[src/tcc_regs.svh]
// register offsets, field positions and reset values of the timer
// assumes a byte-addressed 32-bit register bus, one register per word
`ifndef TCC_REGS_SVH
`define TCC_REGS_SVH

`define TCC_OFS_CTRL 8'h00
`define TCC_OFS_COUNT 8'h04
`define TCC_OFS_WRAP_HI 8'h08
`define TCC_OFS_WRAP_LO 8'h0C
`define TCC_OFS_CH_CFG 8'h10
`define TCC_OFS_CH_HI 8'h14
`define TCC_OFS_CH_LO 8'h18
`define TCC_CH_STRIDE 8'h10
`define TCC_OFS_STATUS 8'h30
`define TCC_OFS_MASK 8'h34

// control register fields
`define TCC_CTRL_PS_HI 2
`define TCC_CTRL_PS_LO 0
`define TCC_CTRL_CLR_BIT 4
`define TCC_CTRL_HALT_BIT 5
`define TCC_PS_EXT 3'h7
`define TCC_PS_RESET 3'h0
`define TCC_HALT_RESET 1'h1
`define TCC_WRAP_RESET 8'hFF

// channel configuration fields
`define TCC_CFG_MAX 0
`define TCC_CFG_TOV 1
`define TCC_CFG_ELS_LO 2
`define TCC_CFG_ELS_HI 3
`define TCC_CFG_MSA 4
`define TCC_CFG_MSB 5
`define TCC_CFG_W 6
`define TCC_CFG_RESET 6'h00

// status and mask fields
`define TCC_STAT_OVF 0
`define TCC_STAT_CH0 1
`define TCC_STAT_W 3
`define TCC_STAT_RESET 3'h0

`endif

[src/tcc_pkg.sv]
// types shared by the timer and its channel slices
// assumes nothing beyond a SystemVerilog compiler
package tcc_pkg;

  typedef enum logic [1:0] {
    TCC_MODE_PRESET = 2'b00,
    TCC_MODE_CAPTURE = 2'b01,
    TCC_MODE_COMPARE = 2'b10,
    TCC_MODE_BUFFERED = 2'b11
  } tcc_mode_type;

  typedef enum logic [1:0] {
    TCC_ACT_NONE = 2'b00,
    TCC_ACT_TOGGLE = 2'b01,
    TCC_ACT_CLEAR = 2'b10,
    TCC_ACT_SET = 2'b11
  } tcc_action_type;

endpackage

[src/tcc_channel.sv]
// one timer channel: pin synchroniser, edge detect, compare and output
// assumes the counter and its pulses come from the same clock domain
`timescale 1ns/10ps
`default_nettype none

module tcc_channel (
  input wire logic clk_i,
  input wire logic rst_i,
  input wire logic pin_i,
  input wire tcc_pkg::tcc_mode_type mode_i,
  input wire logic [1:0] els_i,
  input wire logic preset_low_i,
  input wire logic tov_i,
  input wire logic max_i,
  input wire logic [15:0] count_i,
  input wire logic count_adv_i,
  input wire logic ovf_i,
  input wire logic [15:0] cmp_val_i,
  input wire logic cmp_hold_i,
  output logic capture_o,
  output logic match_o,
  output logic pin_o,
  output logic pin_oe_o
);

  logic s1_reg, s2_reg, prev_reg, out_reg, out_next, oe_reg, oe_next;
  logic rise, fall;

  ////////////////////////////////////////////////////////////////////////
  always_comb begin
    rise = s2_reg & ~prev_reg;
    fall = ~s2_reg & prev_reg;
    capture_o = (mode_i == tcc_pkg::TCC_MODE_CAPTURE) &&
      ((els_i[0] && rise) || (els_i[1] && fall));
    match_o = (mode_i == tcc_pkg::TCC_MODE_COMPARE ||
      mode_i == tcc_pkg::TCC_MODE_BUFFERED) && count_adv_i &&
      !cmp_hold_i && count_i == cmp_val_i;
    out_next = out_reg;
    oe_next = 1'h0;
    unique case (mode_i)
      tcc_pkg::TCC_MODE_PRESET: begin
        out_next = ~preset_low_i;
      end
      tcc_pkg::TCC_MODE_CAPTURE: begin
        out_next = out_reg;
      end
      tcc_pkg::TCC_MODE_COMPARE, tcc_pkg::TCC_MODE_BUFFERED: begin
        oe_next = 1'h1;
        // overflow wins over a compare in the same cycle
        if (tov_i && ovf_i) begin
          out_next = ~out_reg;
        end else if (match_o) begin
          unique case (tcc_pkg::tcc_action_type'(els_i))
            tcc_pkg::TCC_ACT_TOGGLE: out_next = ~out_reg;
            tcc_pkg::TCC_ACT_CLEAR: out_next = 1'h0;
            tcc_pkg::TCC_ACT_SET: out_next = 1'h1;
            tcc_pkg::TCC_ACT_NONE: out_next = out_reg;
          endcase
        end
        if (max_i && !tov_i) begin
          out_next = 1'h1;
        end
      end
    endcase
  end

  always_ff @(posedge clk_i or posedge rst_i) begin
    if (rst_i) begin
      s1_reg <= 1'h0;
      s2_reg <= 1'h0;
      prev_reg <= 1'h0;
      out_reg <= 1'h1;
      oe_reg <= 1'h0;
    end else begin
      s1_reg <= pin_i;
      s2_reg <= s1_reg;
      prev_reg <= s2_reg;
      out_reg <= out_next;
      oe_reg <= oe_next;
    end
  end

  assign pin_o = out_reg;
  assign pin_oe_o = oe_reg;
endmodule

`default_nettype wire

[src/tcc_timer.sv]
// two-channel capture/compare timer with an Avalon-MM register slave
// assumes channel pins and the external clock pin are asynchronous
`timescale 1ns/10ps
`default_nettype none
`include "tcc_regs.svh"

// Functional notes
// a 16-bit up-counter, free-running or modulo, times every channel
// the wrap limit comes from writable high and low byte registers
// software reads the counter at any time without disturbing it
// two channels, each independently capture or compare
// capture triggers on rising, falling or either edge
// a compare match sets, clears or toggles the channel output
// unbuffered and buffered pulse-width modulated outputs
// counter clock: seven divided bus rates or the external pin
// the external clock source stays at or below four megahertz
// per channel, the output may toggle on counter overflow
// software bits halt the counter and reset it
// an active capture edge copies the counter into the channel value
// captured value is the count before the edge plus two
// capture may raise an interrupt; otherwise software polls a flag
// in modulo mode the counter returns to zero and flags overflow
module tcc_timer (
  input wire logic clk_i,
  input wire logic rst_i,
  input wire logic [7:0] avs_address_i,
  input wire logic avs_read_i,
  input wire logic avs_write_i,
  input wire logic [31:0] avs_writedata_i,
  input wire logic [3:0] avs_byteenable_i,
  output logic [31:0] avs_readdata_o,
  output logic avs_waitrequest_o,
  input wire logic external_timer_clock_pin_i,
  input wire logic [1:0] chan_pin_i,
  output logic [1:0] chan_pin_o,
  output logic [1:0] chan_pin_oe_o,
  output logic irq_o
);

  // bus and register group
  logic wait_reg, wait_next;
  logic [31:0] rdata_reg, rdata_next;
  logic [2:0] ps_reg, ps_next;
  logic halt_reg, halt_next;
  logic [7:0] wrap_hi_reg, wrap_hi_next, wrap_lo_reg, wrap_lo_next;
  logic [`TCC_CFG_W-1:0] cfg_reg [0:1];
  logic [`TCC_CFG_W-1:0] cfg_next [0:1];
  logic [15:0] val_reg [0:1];
  logic [15:0] val_next [0:1];
  logic [1:0] hold_reg, hold_next;
  logic last_wr_reg, last_wr_next, buf_sel_reg, buf_sel_next;
  logic [`TCC_STAT_W-1:0] status_reg, status_next, mask_reg, mask_next;
  logic [`TCC_STAT_W-1:0] stat_clr;
  logic irq_reg, irq_next;

  // counter group
  logic [15:0] cnt_reg, cnt_next;
  logic [5:0] presc_reg, presc_next, rate_mask;
  logic ext_s1_reg, ext_s2_reg, ext_prev_reg;
  logic cnt_adv_reg, cnt_adv_next, ovf_reg, ovf_next;

  logic rd_acc, wr_acc, cnt_clr, tick;
  logic [15:0] wrap_val;
  tcc_pkg::tcc_mode_type mode [0:1];
  logic [15:0] cmp_val [0:1];
  logic [1:0] cmp_hold, ch_capture, ch_match, pin_out, pin_oe;

  ////////////////////////////////////////////////////////////////////////
  // request accepted at the edge where waitrequest is seen low
  always_comb begin
    rd_acc = avs_read_i & ~wait_reg;
    wr_acc = avs_write_i & ~wait_reg & avs_byteenable_i[0];
    cnt_clr = wr_acc && avs_address_i == `TCC_OFS_CTRL &&
      avs_writedata_i[`TCC_CTRL_CLR_BIT];
    wrap_val = {wrap_hi_reg, wrap_lo_reg};
  end

  ////////////////////////////////////////////////////////////////////////
  // channel modes; buffered channel 0 takes over channel 1's value
  always_comb begin
    for (int i = 0; i < 2; i++) begin
      if (cfg_reg[i][`TCC_CFG_ELS_HI:`TCC_CFG_ELS_LO] == 2'h0) begin
        mode[i] = tcc_pkg::TCC_MODE_PRESET;
      end else if (cfg_reg[i][`TCC_CFG_MSB]) begin
        mode[i] = tcc_pkg::TCC_MODE_BUFFERED;
      end else if (cfg_reg[i][`TCC_CFG_MSA]) begin
        mode[i] = tcc_pkg::TCC_MODE_COMPARE;
      end else begin
        mode[i] = tcc_pkg::TCC_MODE_CAPTURE;
      end
    end
    if (cfg_reg[0][`TCC_CFG_MSB]) begin
      mode[1] = tcc_pkg::TCC_MODE_PRESET;
    end
    cmp_val[1] = val_reg[1];
    cmp_hold[1] = hold_reg[1];
    if (cfg_reg[0][`TCC_CFG_MSB]) begin
      cmp_val[0] = val_reg[buf_sel_reg];
      cmp_hold[0] = hold_reg[buf_sel_reg];
    end else begin
      cmp_val[0] = val_reg[0];
      cmp_hold[0] = hold_reg[0];
    end
  end

  ////////////////////////////////////////////////////////////////////////
  // prescaler and counter
  always_comb begin
    rate_mask = 6'((7'h01 << ps_reg) - 7'h01);
    if (ps_reg == `TCC_PS_EXT) begin
      // slow pin clock leaves room for the synchroniser and edge detect
      tick = ext_s2_reg & ~ext_prev_reg;
    end else begin
      tick = (presc_reg & rate_mask) == rate_mask;
    end
    presc_next = presc_reg + 6'h01;
    cnt_next = cnt_reg;
    cnt_adv_next = 1'h0;
    ovf_next = 1'h0;
    if (cnt_clr) begin
      presc_next = 6'h00;
      cnt_next = 16'h0000;
    end else if (tick && !halt_reg) begin
      cnt_adv_next = 1'h1;
      // limit below the count: runs on to the natural 16-bit wrap
      if (cnt_reg == wrap_val) begin
        cnt_next = 16'h0000;
        ovf_next = 1'h1;
      end else begin
        cnt_next = cnt_reg + 16'h0001;
      end
    end
  end

  always_ff @(posedge clk_i or posedge rst_i) begin
    if (rst_i) begin
      ext_s1_reg <= 1'h0;
      ext_s2_reg <= 1'h0;
      ext_prev_reg <= 1'h0;
      presc_reg <= 6'h00;
      cnt_reg <= 16'h0000;
      cnt_adv_reg <= 1'h0;
      ovf_reg <= 1'h0;
    end else begin
      ext_s1_reg <= external_timer_clock_pin_i;
      ext_s2_reg <= ext_s1_reg;
      ext_prev_reg <= ext_s2_reg;
      presc_reg <= presc_next;
      cnt_reg <= cnt_next;
      cnt_adv_reg <= cnt_adv_next;
      ovf_reg <= ovf_next;
    end
  end

  ////////////////////////////////////////////////////////////////////////
  // register file, flags and interrupt
  always_comb begin
    wait_next = ~((avs_read_i | avs_write_i) & wait_reg);
    rdata_next = rdata_reg;
    ps_next = ps_reg;
    halt_next = halt_reg;
    wrap_hi_next = wrap_hi_reg;
    wrap_lo_next = wrap_lo_reg;
    cfg_next = cfg_reg;
    val_next = val_reg;
    hold_next = hold_reg;
    last_wr_next = last_wr_reg;
    buf_sel_next = buf_sel_reg;
    mask_next = mask_reg;
    stat_clr = `TCC_STAT_RESET;
    // read data is fixed one edge early and stands through the accept
    if (avs_read_i && wait_reg) begin
      case (avs_address_i)
        `TCC_OFS_CTRL: rdata_next = 32'({halt_reg, 2'h0, ps_reg});
        `TCC_OFS_COUNT: rdata_next = 32'(cnt_reg);
        `TCC_OFS_WRAP_HI: rdata_next = 32'(wrap_hi_reg);
        `TCC_OFS_WRAP_LO: rdata_next = 32'(wrap_lo_reg);
        `TCC_OFS_STATUS: rdata_next = 32'(status_reg);
        `TCC_OFS_MASK: rdata_next = 32'(mask_reg);
        default: rdata_next = 32'h0000_0000;
      endcase
      for (int i = 0; i < 2; i++) begin
        if (avs_address_i == `TCC_OFS_CH_CFG +
            (i[0] ? `TCC_CH_STRIDE : 8'h00)) begin
          rdata_next = 32'(cfg_reg[i]);
        end
        if (avs_address_i == `TCC_OFS_CH_HI +
            (i[0] ? `TCC_CH_STRIDE : 8'h00)) begin
          rdata_next = 32'(val_reg[i][15:8]);
        end
        if (avs_address_i == `TCC_OFS_CH_LO +
            (i[0] ? `TCC_CH_STRIDE : 8'h00)) begin
          rdata_next = 32'(val_reg[i][7:0]);
        end
      end
    end
    if (wr_acc) begin
      case (avs_address_i)
        `TCC_OFS_CTRL: begin
          ps_next = avs_writedata_i[`TCC_CTRL_PS_HI:`TCC_CTRL_PS_LO];
          halt_next = avs_writedata_i[`TCC_CTRL_HALT_BIT];
        end
        `TCC_OFS_WRAP_HI: wrap_hi_next = avs_writedata_i[7:0];
        `TCC_OFS_WRAP_LO: wrap_lo_next = avs_writedata_i[7:0];
        `TCC_OFS_STATUS: stat_clr = avs_writedata_i[`TCC_STAT_W-1:0];
        `TCC_OFS_MASK: mask_next = avs_writedata_i[`TCC_STAT_W-1:0];
        default: mask_next = mask_reg;
      endcase
      for (int i = 0; i < 2; i++) begin
        if (avs_address_i == `TCC_OFS_CH_CFG +
            (i[0] ? `TCC_CH_STRIDE : 8'h00)) begin
          cfg_next[i] = avs_writedata_i[`TCC_CFG_W-1:0];
          if (i[0]) begin
            cfg_next[i][`TCC_CFG_MSB] = 1'h0;
          end
        end
        // high byte write holds compares until the low byte lands
        if (avs_address_i == `TCC_OFS_CH_HI +
            (i[0] ? `TCC_CH_STRIDE : 8'h00)) begin
          val_next[i][15:8] = avs_writedata_i[7:0];
          if (mode[i] != tcc_pkg::TCC_MODE_CAPTURE) begin
            hold_next[i] = 1'h1;
          end
        end
        if (avs_address_i == `TCC_OFS_CH_LO +
            (i[0] ? `TCC_CH_STRIDE : 8'h00)) begin
          val_next[i][7:0] = avs_writedata_i[7:0];
          hold_next[i] = 1'h0;
          last_wr_next = i[0];
        end
      end
    end
    // high byte read freezes captures so the pair reads coherently
    if (rd_acc) begin
      for (int i = 0; i < 2; i++) begin
        if (mode[i] == tcc_pkg::TCC_MODE_CAPTURE) begin
          if (avs_address_i == `TCC_OFS_CH_HI +
              (i[0] ? `TCC_CH_STRIDE : 8'h00)) begin
            hold_next[i] = 1'h1;
          end
          if (avs_address_i == `TCC_OFS_CH_LO +
              (i[0] ? `TCC_CH_STRIDE : 8'h00)) begin
            hold_next[i] = 1'h0;
          end
        end
      end
    end
    for (int i = 0; i < 2; i++) begin
      // sync plus edge detect give the two-count lag
      if (ch_capture[i] && !hold_reg[i]) begin
        val_next[i] = cnt_reg;
      end
    end
    if (ovf_reg) begin
      buf_sel_next = last_wr_reg;
    end
    // a new event wins over a clear in the same cycle
    status_next = (status_reg & ~stat_clr) |
      {ch_capture | ch_match, ovf_reg};
    irq_next = |(status_next & mask_next);
  end

  always_ff @(posedge clk_i or posedge rst_i) begin
    if (rst_i) begin
      wait_reg <= 1'h1;
      rdata_reg <= 32'h0000_0000;
      ps_reg <= `TCC_PS_RESET;
      halt_reg <= `TCC_HALT_RESET;
      wrap_hi_reg <= `TCC_WRAP_RESET;
      wrap_lo_reg <= `TCC_WRAP_RESET;
      for (int i = 0; i < 2; i++) begin
        cfg_reg[i] <= `TCC_CFG_RESET;
        val_reg[i] <= 16'h0000;
      end
      hold_reg <= 2'h0;
      last_wr_reg <= 1'h0;
      buf_sel_reg <= 1'h0;
      status_reg <= `TCC_STAT_RESET;
      mask_reg <= `TCC_STAT_RESET;
      irq_reg <= 1'h0;
    end else begin
      wait_reg <= wait_next;
      rdata_reg <= rdata_next;
      ps_reg <= ps_next;
      halt_reg <= halt_next;
      wrap_hi_reg <= wrap_hi_next;
      wrap_lo_reg <= wrap_lo_next;
      cfg_reg <= cfg_next;
      val_reg <= val_next;
      hold_reg <= hold_next;
      last_wr_reg <= last_wr_next;
      buf_sel_reg <= buf_sel_next;
      status_reg <= status_next;
      mask_reg <= mask_next;
      irq_reg <= irq_next;
    end
  end

  ////////////////////////////////////////////////////////////////////////
  for (genvar g = 0; g < 2; g++) begin : gen_chan
    tcc_channel u_chan (
      .clk_i(clk_i),
      .rst_i(rst_i),
      .pin_i(chan_pin_i[g]),
      .mode_i(mode[g]),
      .els_i(cfg_reg[g][`TCC_CFG_ELS_HI:`TCC_CFG_ELS_LO]),
      .preset_low_i(cfg_reg[g][`TCC_CFG_MSA]),
      .tov_i(cfg_reg[g][`TCC_CFG_TOV]),
      .max_i(cfg_reg[g][`TCC_CFG_MAX]),
      .count_i(cnt_reg),
      .count_adv_i(cnt_adv_reg),
      .ovf_i(ovf_reg),
      .cmp_val_i(cmp_val[g]),
      .cmp_hold_i(cmp_hold[g]),
      .capture_o(ch_capture[g]),
      .match_o(ch_match[g]),
      .pin_o(pin_out[g]),
      .pin_oe_o(pin_oe[g])
    );
  end

  assign avs_readdata_o = rdata_reg;
  assign avs_waitrequest_o = wait_reg;
  assign chan_pin_o = pin_out;
  assign chan_pin_oe_o = pin_oe;
  assign irq_o = irq_reg;
endmodule

`default_nettype wire

[config.mk]
export PLATFORM = sky130hd
export DESIGN_NAME = tcc_timer
export DESIGN_NICKNAME = d
export VERILOG_FILES = /design/src/tcc_pkg.sv /design/src/tcc_channel.sv /design/src/tcc_timer.sv
export VERILOG_INCLUDE_DIRS = /design/src
export SDC_FILE = /design/constraint.sdc
export NUM_CORES = 1
export LEC_CHECK = 0
export ABC_AREA = 1
export CAP_MARGIN = 20
export CORE_MARGIN = 2
export CORE_UTILIZATION = 52
export DETAILED_ROUTE_END_ITERATION = 10
export DONT_BUFFER_PORTS = 1
export GPL_ROUTABILITY_DRIVEN = 1
export PLACE_DENSITY = 0.82
export SLEW_MARGIN = 20
export SYNTH_ARGS = -nofsm -noshare
export SYNTH_HDL_FRONTEND = slang
export SYNTH_SLANG_ARGS = --single-unit
[constraint.sdc]
create_clock -name clk_i -period 3.5 [get_ports clk_i]
set_input_delay 0.35 -clock clk_i [delete_from_list [all_inputs] [get_ports clk_i]]
set_output_delay 0.35 -clock clk_i [all_outputs]
set_load 0.05 [all_outputs]
==> results of run 1 <==
==> kinds of logic (layout without fill, tap and decap cells) <==
| family | count (synthesis) | count (layout) | share of synthesized area |
|---|---|---|---|
| xor+xnor | 36 | 36 | 0.0424 |
| compound gates | 165 | 165 | 0.136 |
| flops | 128 | 128 | 0.434 |
| buf+inv | 173 | 165 | 0.105 |
| fa+ha+maj | 2 | 2 | 0.00336 |
| simple gates | 483 | 483 | 0.278 |
| other cells | 1 | 16 | 0.000504 |
==> layer usage <==
metal	global-route usage	part of all wire	up-vias
li1	-	-	3145
met1	0.418	0.41	3204
met2	0.463	0.44	419
met3	0.0778	0.11	59
met4	0.115	0.034	0
met5	0	0	-
==> layout by cell type, fill, tap and decap left out, types with 4 or more instances in the layout <==
cell,Yosys,layout
a21oi_1,15,15
clkbuf_16,0,17
clkinv_2,0,5
conb_1,1,16
dfrtp_1,108,108
dfstp_2,20,20
dlygate4sd3_1,0,6
inv_1,106,105
inv_2,14,14
nand2_1,323,323
nand2_2,4,4
nand3_1,38,38
nand3b_1,4,4
nand4_1,12,12
nor2_1,62,62
nor2_2,6,6
nor2_4,4,4
nor3_1,11,11
o211ai_1,8,8
o21ai_0,76,76
o21ai_1,11,11
o221ai_1,29,29
o22ai_1,7,7
o31ai_1,8,8
or2_2,6,6
xnor2_1,18,18
xor2_1,18,18
==> cell type report <==
type | count | area, µm²
clock inverters | 11 | 139
repair buffers | 11 | 123
fillers | 1257 | 5820
clock buffers | 21 | 450
well taps | 180 | 225
flip-flops and latches | 128 | 3230
multi-input cells | 702 | 3480
inverters | 122 | 464
==> report_power, final <==
| group | leakage (µW) | total [µW] | internal [µW] | switching, µW |
|---|---|---|---|---|
| clock network | 0.000287 | 1800 | 1130 | 665 |
| registers | 0.00149 | 1670 | 1570 | 100 |
| logic | 0.00210 | 357 | 126 | 231 |
==> worst paths after layout <==
| path | slack (ns) | from | cells after the start | to |
|---|---|---|---|---|
| hold reg to reg | 0.35 | gen_chan[0].u_chan.s1_reg$_DFF_PP0_ | 0 | gen_chan[0].u_chan.s2_reg$_DFF_PP0_ |
| hold / removal | 0.06 | avs_writedata_i[1] | 2 | ps_reg[1]$_DFFE_PP0P_ |
| min in group asynchronous | 0.36 | rst_i | 2 | presc_reg[2]$_DFF_PP0_ |
| setup reg to reg | 0.98 | avs_waitrequest_o$_DFF_PP1_ | 9 | cnt_reg[15]$_DFFE_PP0P_ |
| setup / recovery | 0.98 | avs_waitrequest_o$_DFF_PP1_ | 9 | cnt_reg[15]$_DFFE_PP0P_ |
| max in group asynchronous | 2.49 | rst_i | 3 | avs_readdata_o[1]$_DFFE_PP0P_ |
==> per-stage QoR <==
stage | cells | utilization
after global routing | 1175 | 0.582
after global placement | 1137 | 0.536
final | 1175 | 0.582
after CTS | 1175 | 0.582
after floorplan | 1003 | -
after detailed placement | 1137 | 0.536
==> critical path, stage by stage, from the launching register on <==
cell and delay (ns):
dfstp_2 0.72, nor2_1 0.10, buf_4 0.20, inv_1 0.32, nor2_8 0.10, inv_4 0.10
nor2_8 0.04, nor2_2 0.23, nand2_1 0.34, o21ai_0 0.26
==> timing repair <==
action,CTS,global route
hold buffers,6,0
endpoints found under the hold margin,13,0
setup buffers,0,0
resized for setup,0,0
==> summary.md, run 1 <==
| Metric | Value |
|---|---|
| Top_reg_cell synth | dfrtp_1 |
| Power Total | 3830 µW |
| Hold slack | 0.0580 ns |
| Post-route ant nets | 0 |
| Post-synth EDFFs | 0 |
| Crit path kind | flip-flop to flip-flop |
| Drt wl/cell | 18.7 µm |
| Critical Path AT | 2.86 ns |
| Slew at the pin with the worst max-slew slack | 0.783 ns |
| DRT iter0 DRCs | 797 |
| Final worst slack | 0.982 ns |
| DRT Pass-1 Iters | 5 |
| Vias in the first global route | 6412 |
| Achievable Freq | 397 MHz |
| Commonest cells in the netlist | nand2_1, dfrtp_1, inv_1, o21ai_0, nor2_1 |
| Layout cells sized above 1 | 0.0965 |
| Worst vdd ir | 0.513 mV |
| Vias/cell | 5.81 |
| H-tree lvl count | 4 |
| Placed Area | 7460 µm² |
| Top cells by area, synth | dfrtp_1, nand2_1, dfstp_2 |
| Antenna violations before repair | 0 |
| Cells after synthesis | 988 |
| RSZ-0062 raised after global routing | no |
| Most frequent cell after synthesis | nand2_1 |
| Relative slew slack | 0.477 |
| Rows | 43 |
| Largest net degree at the start of global routing | 68 |
| DRC errors left | 0 |
| Die width | 124 µm |
| Area growth syn-to-layout | 9.05% |
| Final period util | 0.719 |
| Final HPWL DP | 15900 µm |
| Clock slew at reported path FFs | 0.06 ns |
| Die height | 124 µm |
| Syn Area/Cell | 7.53 µm² |
| Die area | 15300 µm² |
| Gr usage total | 0.304 |
| Clock Skews | 0.0103 ns |
| Pleak | 0.00387 µW |
| Yosys reg bits | 128 |
| Final hold violations | 0 |
| Mapped Area | 7440 µm² |
| GRT overflow | 0 |
| Yosys top cell by area | dfrtp_1 |
| Core ar. | 13900 µm² |
| CTS tree | yes |
| Fin area | 8110 µm² |
| CTS sink count | 128 |
| Critical path endpoint category | flip-flop |
| Pwr/cell area | 472 nW/µm² |
| Fin Setup TNS | 0 ns |
| Outcome | complete, no violations |
| Initial Utilization | 0.534 |
| Post-Place Setup Slack | 1.02 ns |
| Final WL | 22000 µm |
| Clk_lat worst skew | 0.43 ns |
| Synth cell types | 50 |
| Top-area cell type share of the netlist area | 0.363 |
| Clk buf depth | 2 |
| Root Driver | clkbuf_16 |
| CP Max Fanout | 14 |
| Final setup viols | 0 |
| Synth warn | 0 |
| Final net count | 1035 |
| IO Pins | 89 |
| GPL Wtd Cong | 0.994 |
| Crit path required time | 3.84 ns |
| Crit path time final | 2.52 ns |
| Port bufs | 0 |
| Cts bufs inserted | 17 |
| Ys async rst share | 1.00 |
| First-pass GRT wire length | 34600 µm |
| Sequential share of the synthesized area | 0.434 |
| Pins Over Slew Limit | 0 |
| Max_cap viols | 0 |
| Vias | 6827 |
| HP Class | primary input to flip-flop |
| Antenna cell count | 0 |
| Critical Path Source Type | flip-flop |
(Power assumes the default switching activity.)
==> run 2, diff against run 1 <==
Clock period 3.5 ns to 2.1 ns, I/O delays scaled along.
==> summary.md, run 2 (same netlist as run 1, synthesis figures left out) <==
| Metric | Value |
|---|---|
| Clk_lat worst skew | 0.43 ns (about the same) |
| Filler Cell Count | 1223 (was 1257) |
| Combinational share of power | 0.104 (was 0.093) |
| RSZ-0062 raised after global routing | no (unchanged) |
| Final hold violations | 0 (unchanged) |
| Vias/cell | 5.77 (was 5.81) |
| Crit path required time | 2.44 ns (was 3.84 ns) |
| Clock power frac | 0.454 (was 0.469) |
| Clock Skews | 0.00540 ns (was 0.0103 ns) |
| Most frequent CP cell | nor2_8 (unchanged) |
| Vias in the first global route | 6529 (was 6412) |
| Worst hold stages | 2 (unchanged) |
| Initial Utilization | 0.534 (unchanged) |
| Die area | 15300 µm² (unchanged) |
| CTS tree | yes (unchanged) |
| Net Sw Power | 1690 µW (was 997 µW) |
| Crit path time final | 1.94 ns (was 2.52 ns) |
| Cells after DPL | 1178 (was 1137) |
| Cts bufs inserted | 17 (unchanged) |
| H-tree lvl count | 4 (unchanged) |
| Crit path kind | flip-flop to flip-flop (unchanged) |
| Drt wl/cell | 18.5 µm (was 18.7 µm) |
| Switching part of the total power | 0.269 (was 0.260) |
| Layout cells sized above 1 | 0.134 (was 0.0965) |
| Final WL | 22700 µm (was 22000 µm) |
| Post-Place Setup Slack | 0.152 ns (was 1.02 ns) |
| Most common cell after layout, fill and taps aside | nand2_1 (unchanged) |
| Critical path endpoint category | flip-flop (unchanged) |
| Slew at the pin with the worst max-slew slack | 0.696 ns (was 0.783 ns) |
| Clock slew at reported path FFs | 0.06 ns (about the same) |
| Relative slew slack | 0.535 (was 0.477) |
| Die width | 124 µm (unchanged) |
| Rows | 43 (unchanged) |
| Gr usage total | 0.312 (was 0.304) |
| Critical Path Source Type | flip-flop (unchanged) |
| Worst vdd ir | 0.568 mV (was 0.513 mV) |
| Worst r2r path cells | 9 (unchanged) |
| Hold Path Sink | cmp_val[1]$_DFFE_PP0P_ (was ps_reg[1]$_DFFE_PP0P_) |
| Final setup viols | 0 (unchanged) |
| DRC errors left | 0 (unchanged) |
| GPL Wtd Cong | 1.02 (was 0.994) |
| Final net count | 1084 (was 1035) |
| Area growth syn-to-layout | 14.5% (was 9.05%) |
| Post-route ant nets | 0 (unchanged) |
| Critical Path Slowest Stage Cell | dfstp_2 (unchanged) |
| IO Pins | 89 (unchanged) |
| Hold slack | 0.0104 ns (was 0.0580 ns) |
| Final Util | 0.611 (was 0.582) |
| Root Driver | clkbuf_16 (unchanged) |
| Outcome | complete, no violations (unchanged) |
| GRT overflow | 0 (unchanged) |
| Achievable Freq | 516 MHz (was 397 MHz) |
| Final HPWL DP | 16700 µm (was 15900 µm) |
| Internal | 4600 µW (was 2830 µW) |
| Clk buf depth | 2 (unchanged) |
| First-pass GRT wire length | 35000 µm (was 34600 µm) |
| Fin Setup TNS | 0 ns (unchanged) |
| Final worst slack | 0.162 ns (was 0.982 ns) |
| HP Class | primary input to flip-flop (unchanged) |
| Pwr/cell area | 738 nW/µm² (was 472 nW/µm²) |
| HP Start | avs_writedata_i[1] (unchanged) |
| CTS sink count | 128 (unchanged) |
| Antenna violations before repair | 1 (was 0) |
| R2r endpoint | cnt_reg[12]$_DFFE_PP0P_ (was cnt_reg[15]$_DFFE_PP0P_) |
| Core ar. | 13900 µm² (unchanged) |
| Max_cap viols | 0 (unchanged) |
| Port bufs | 0 (unchanged) |
| Final period util | 0.923 (was 0.719) |
| Largest net degree at the start of global routing | 41 (was 68) |
| Worst path cell trace | nor2_1, inv_1, nor2_8, inv_4, nor2_8, nor2_4, nand2_1, buf_12, o21ai_0 (was nor2_1, buf_4, inv_1, nor2_8, inv_4, nor2_8, nor2_2, nand2_1, o21ai_0) |
| Non-Filler Instances | 1226 (was 1175) |
| CP Max Fanout | 14 (unchanged) |
| Vias | 7076 (was 6827) |
| Sequential power share | 0.442 (was 0.438) |
| DRT Pass-1 Iters | 8 (was 5) |
| DRT iter0 DRCs | 913 (was 797) |
| Post-CTS Setup Inserts | 0 (unchanged) |
| Critical Path AT | 2.28 ns (was 2.86 ns) |
| Reg2Reg Launch Point | avs_waitrequest_o$_DFF_PP1_ (unchanged) |
| Pins Over Slew Limit | 0 (unchanged) |
| R2R setup slack | 0.16 ns (was 0.98 ns) |
| CP max stage delay | 0.53 ns (was 0.72 ns) |
| Pleak | 0.00411 µW (was 0.00387 µW) |
| Die height | 124 µm (unchanged) |
| Most frequent cells in the layout | nand2_1, dfrtp_1, inv_1 (unchanged) |
-- run 2: cell types whose count changed in the layout (fill, tap and decap cells not counted), sizes merged --
cell / previous run / this run
dlygate4sd3: 6 / 14
inv: 120 / 121
bufinv: 3 / 1
diode: 0 / 2
buf: 5 / 46
clkbuf: 21 / 22
-- run 2: metal layers --
layer,global-route usage,routed length [µm],up-vias
met2,0.448,9630,442
met5,0,0,-
met4,0.174,1170,0
met3,0.0975,2810,93
li1,-,-,3256
met1,0.419,9080,3285
-- run 2: per-stage QoR --
stage | power, µW | instance area, µm²
after floorplan | 3290 | 7500
after global placement | 3400 | 7800
after detailed placement | 3430 | 7800
after CTS | 6290 | 8510
after global routing | 6510 | 8510
final | 6290 | 8520
-- run 2: worst max path at each step --
| stage | startpoint | end | cells after the start |
|---|---|---|---|
| 6_report | avs_waitrequest_o$_DFF_PP1_ | cnt_reg[12]$_DFFE_PP0P_ | 9 |
| 5_1_grt | presc_reg[0]$_DFF_PP0_ | cnt_reg[12]$_DFFE_PP0P_ | 11 |
| 4_1_cts | avs_waitrequest_o$_DFF_PP1_ | cnt_reg[12]$_DFFE_PP0P_ | 9 |
| 3_5_place_dp | avs_waitrequest_o$_DFF_PP1_ | cnt_reg[12]$_DFFE_PP0P_ | 9 |
| 3_3_place_gp | cfg_reg[11]$_DFFE_PP0P_ | gen_chan[0].u_chan.pin_o$_DFFE_PP1P_ | 14 |
| 2_1_floorplan | avs_waitrequest_o$_DFF_PP1_ | cnt_reg[0]$_DFFE_PP0P_ | 9 |
-- run 2: cell type report --
class                           instances  area [µm²]  area share
Timing Repair Buffer                   60         536      0.0629
Antenna cell                            2        5.00    0.000588
Inverter                              122         464      0.0545
Multi-Input combinational cell        702        3490       0.410
Tap cell                              180         225      0.0264
Clock buffer                           22         484      0.0569
Sequential cell                       128        3230       0.379
Clock inverter                         10        83.8     0.00984
-- run 2: critical path: cells and delay by family (launching register included) --
family	cells	cell delay [ns]
flops	1	0.53
simple gates	5	0.52
buf+inv	3	0.63
compound gates	1	0.16
-- run 2: what timing repair did --
item | 4_1_cts | 5_1_grt
hold buffers | 14 | 0
resized for setup | 0 | 2
endpoints found under the hold margin | 52 | 0
endpoints found under the setup margin | 0 | 6
-- run 2: power by group through the flow --
stage               clock network [µW]  registers [µW]  logic (µW)
finish                            2850            2780         656
global route                      2970            2790         738
CTS                               2870            2770         650
detailed placement                   0            2810         614
global placement                     0            2810         594
floorplan                            0            2780         510
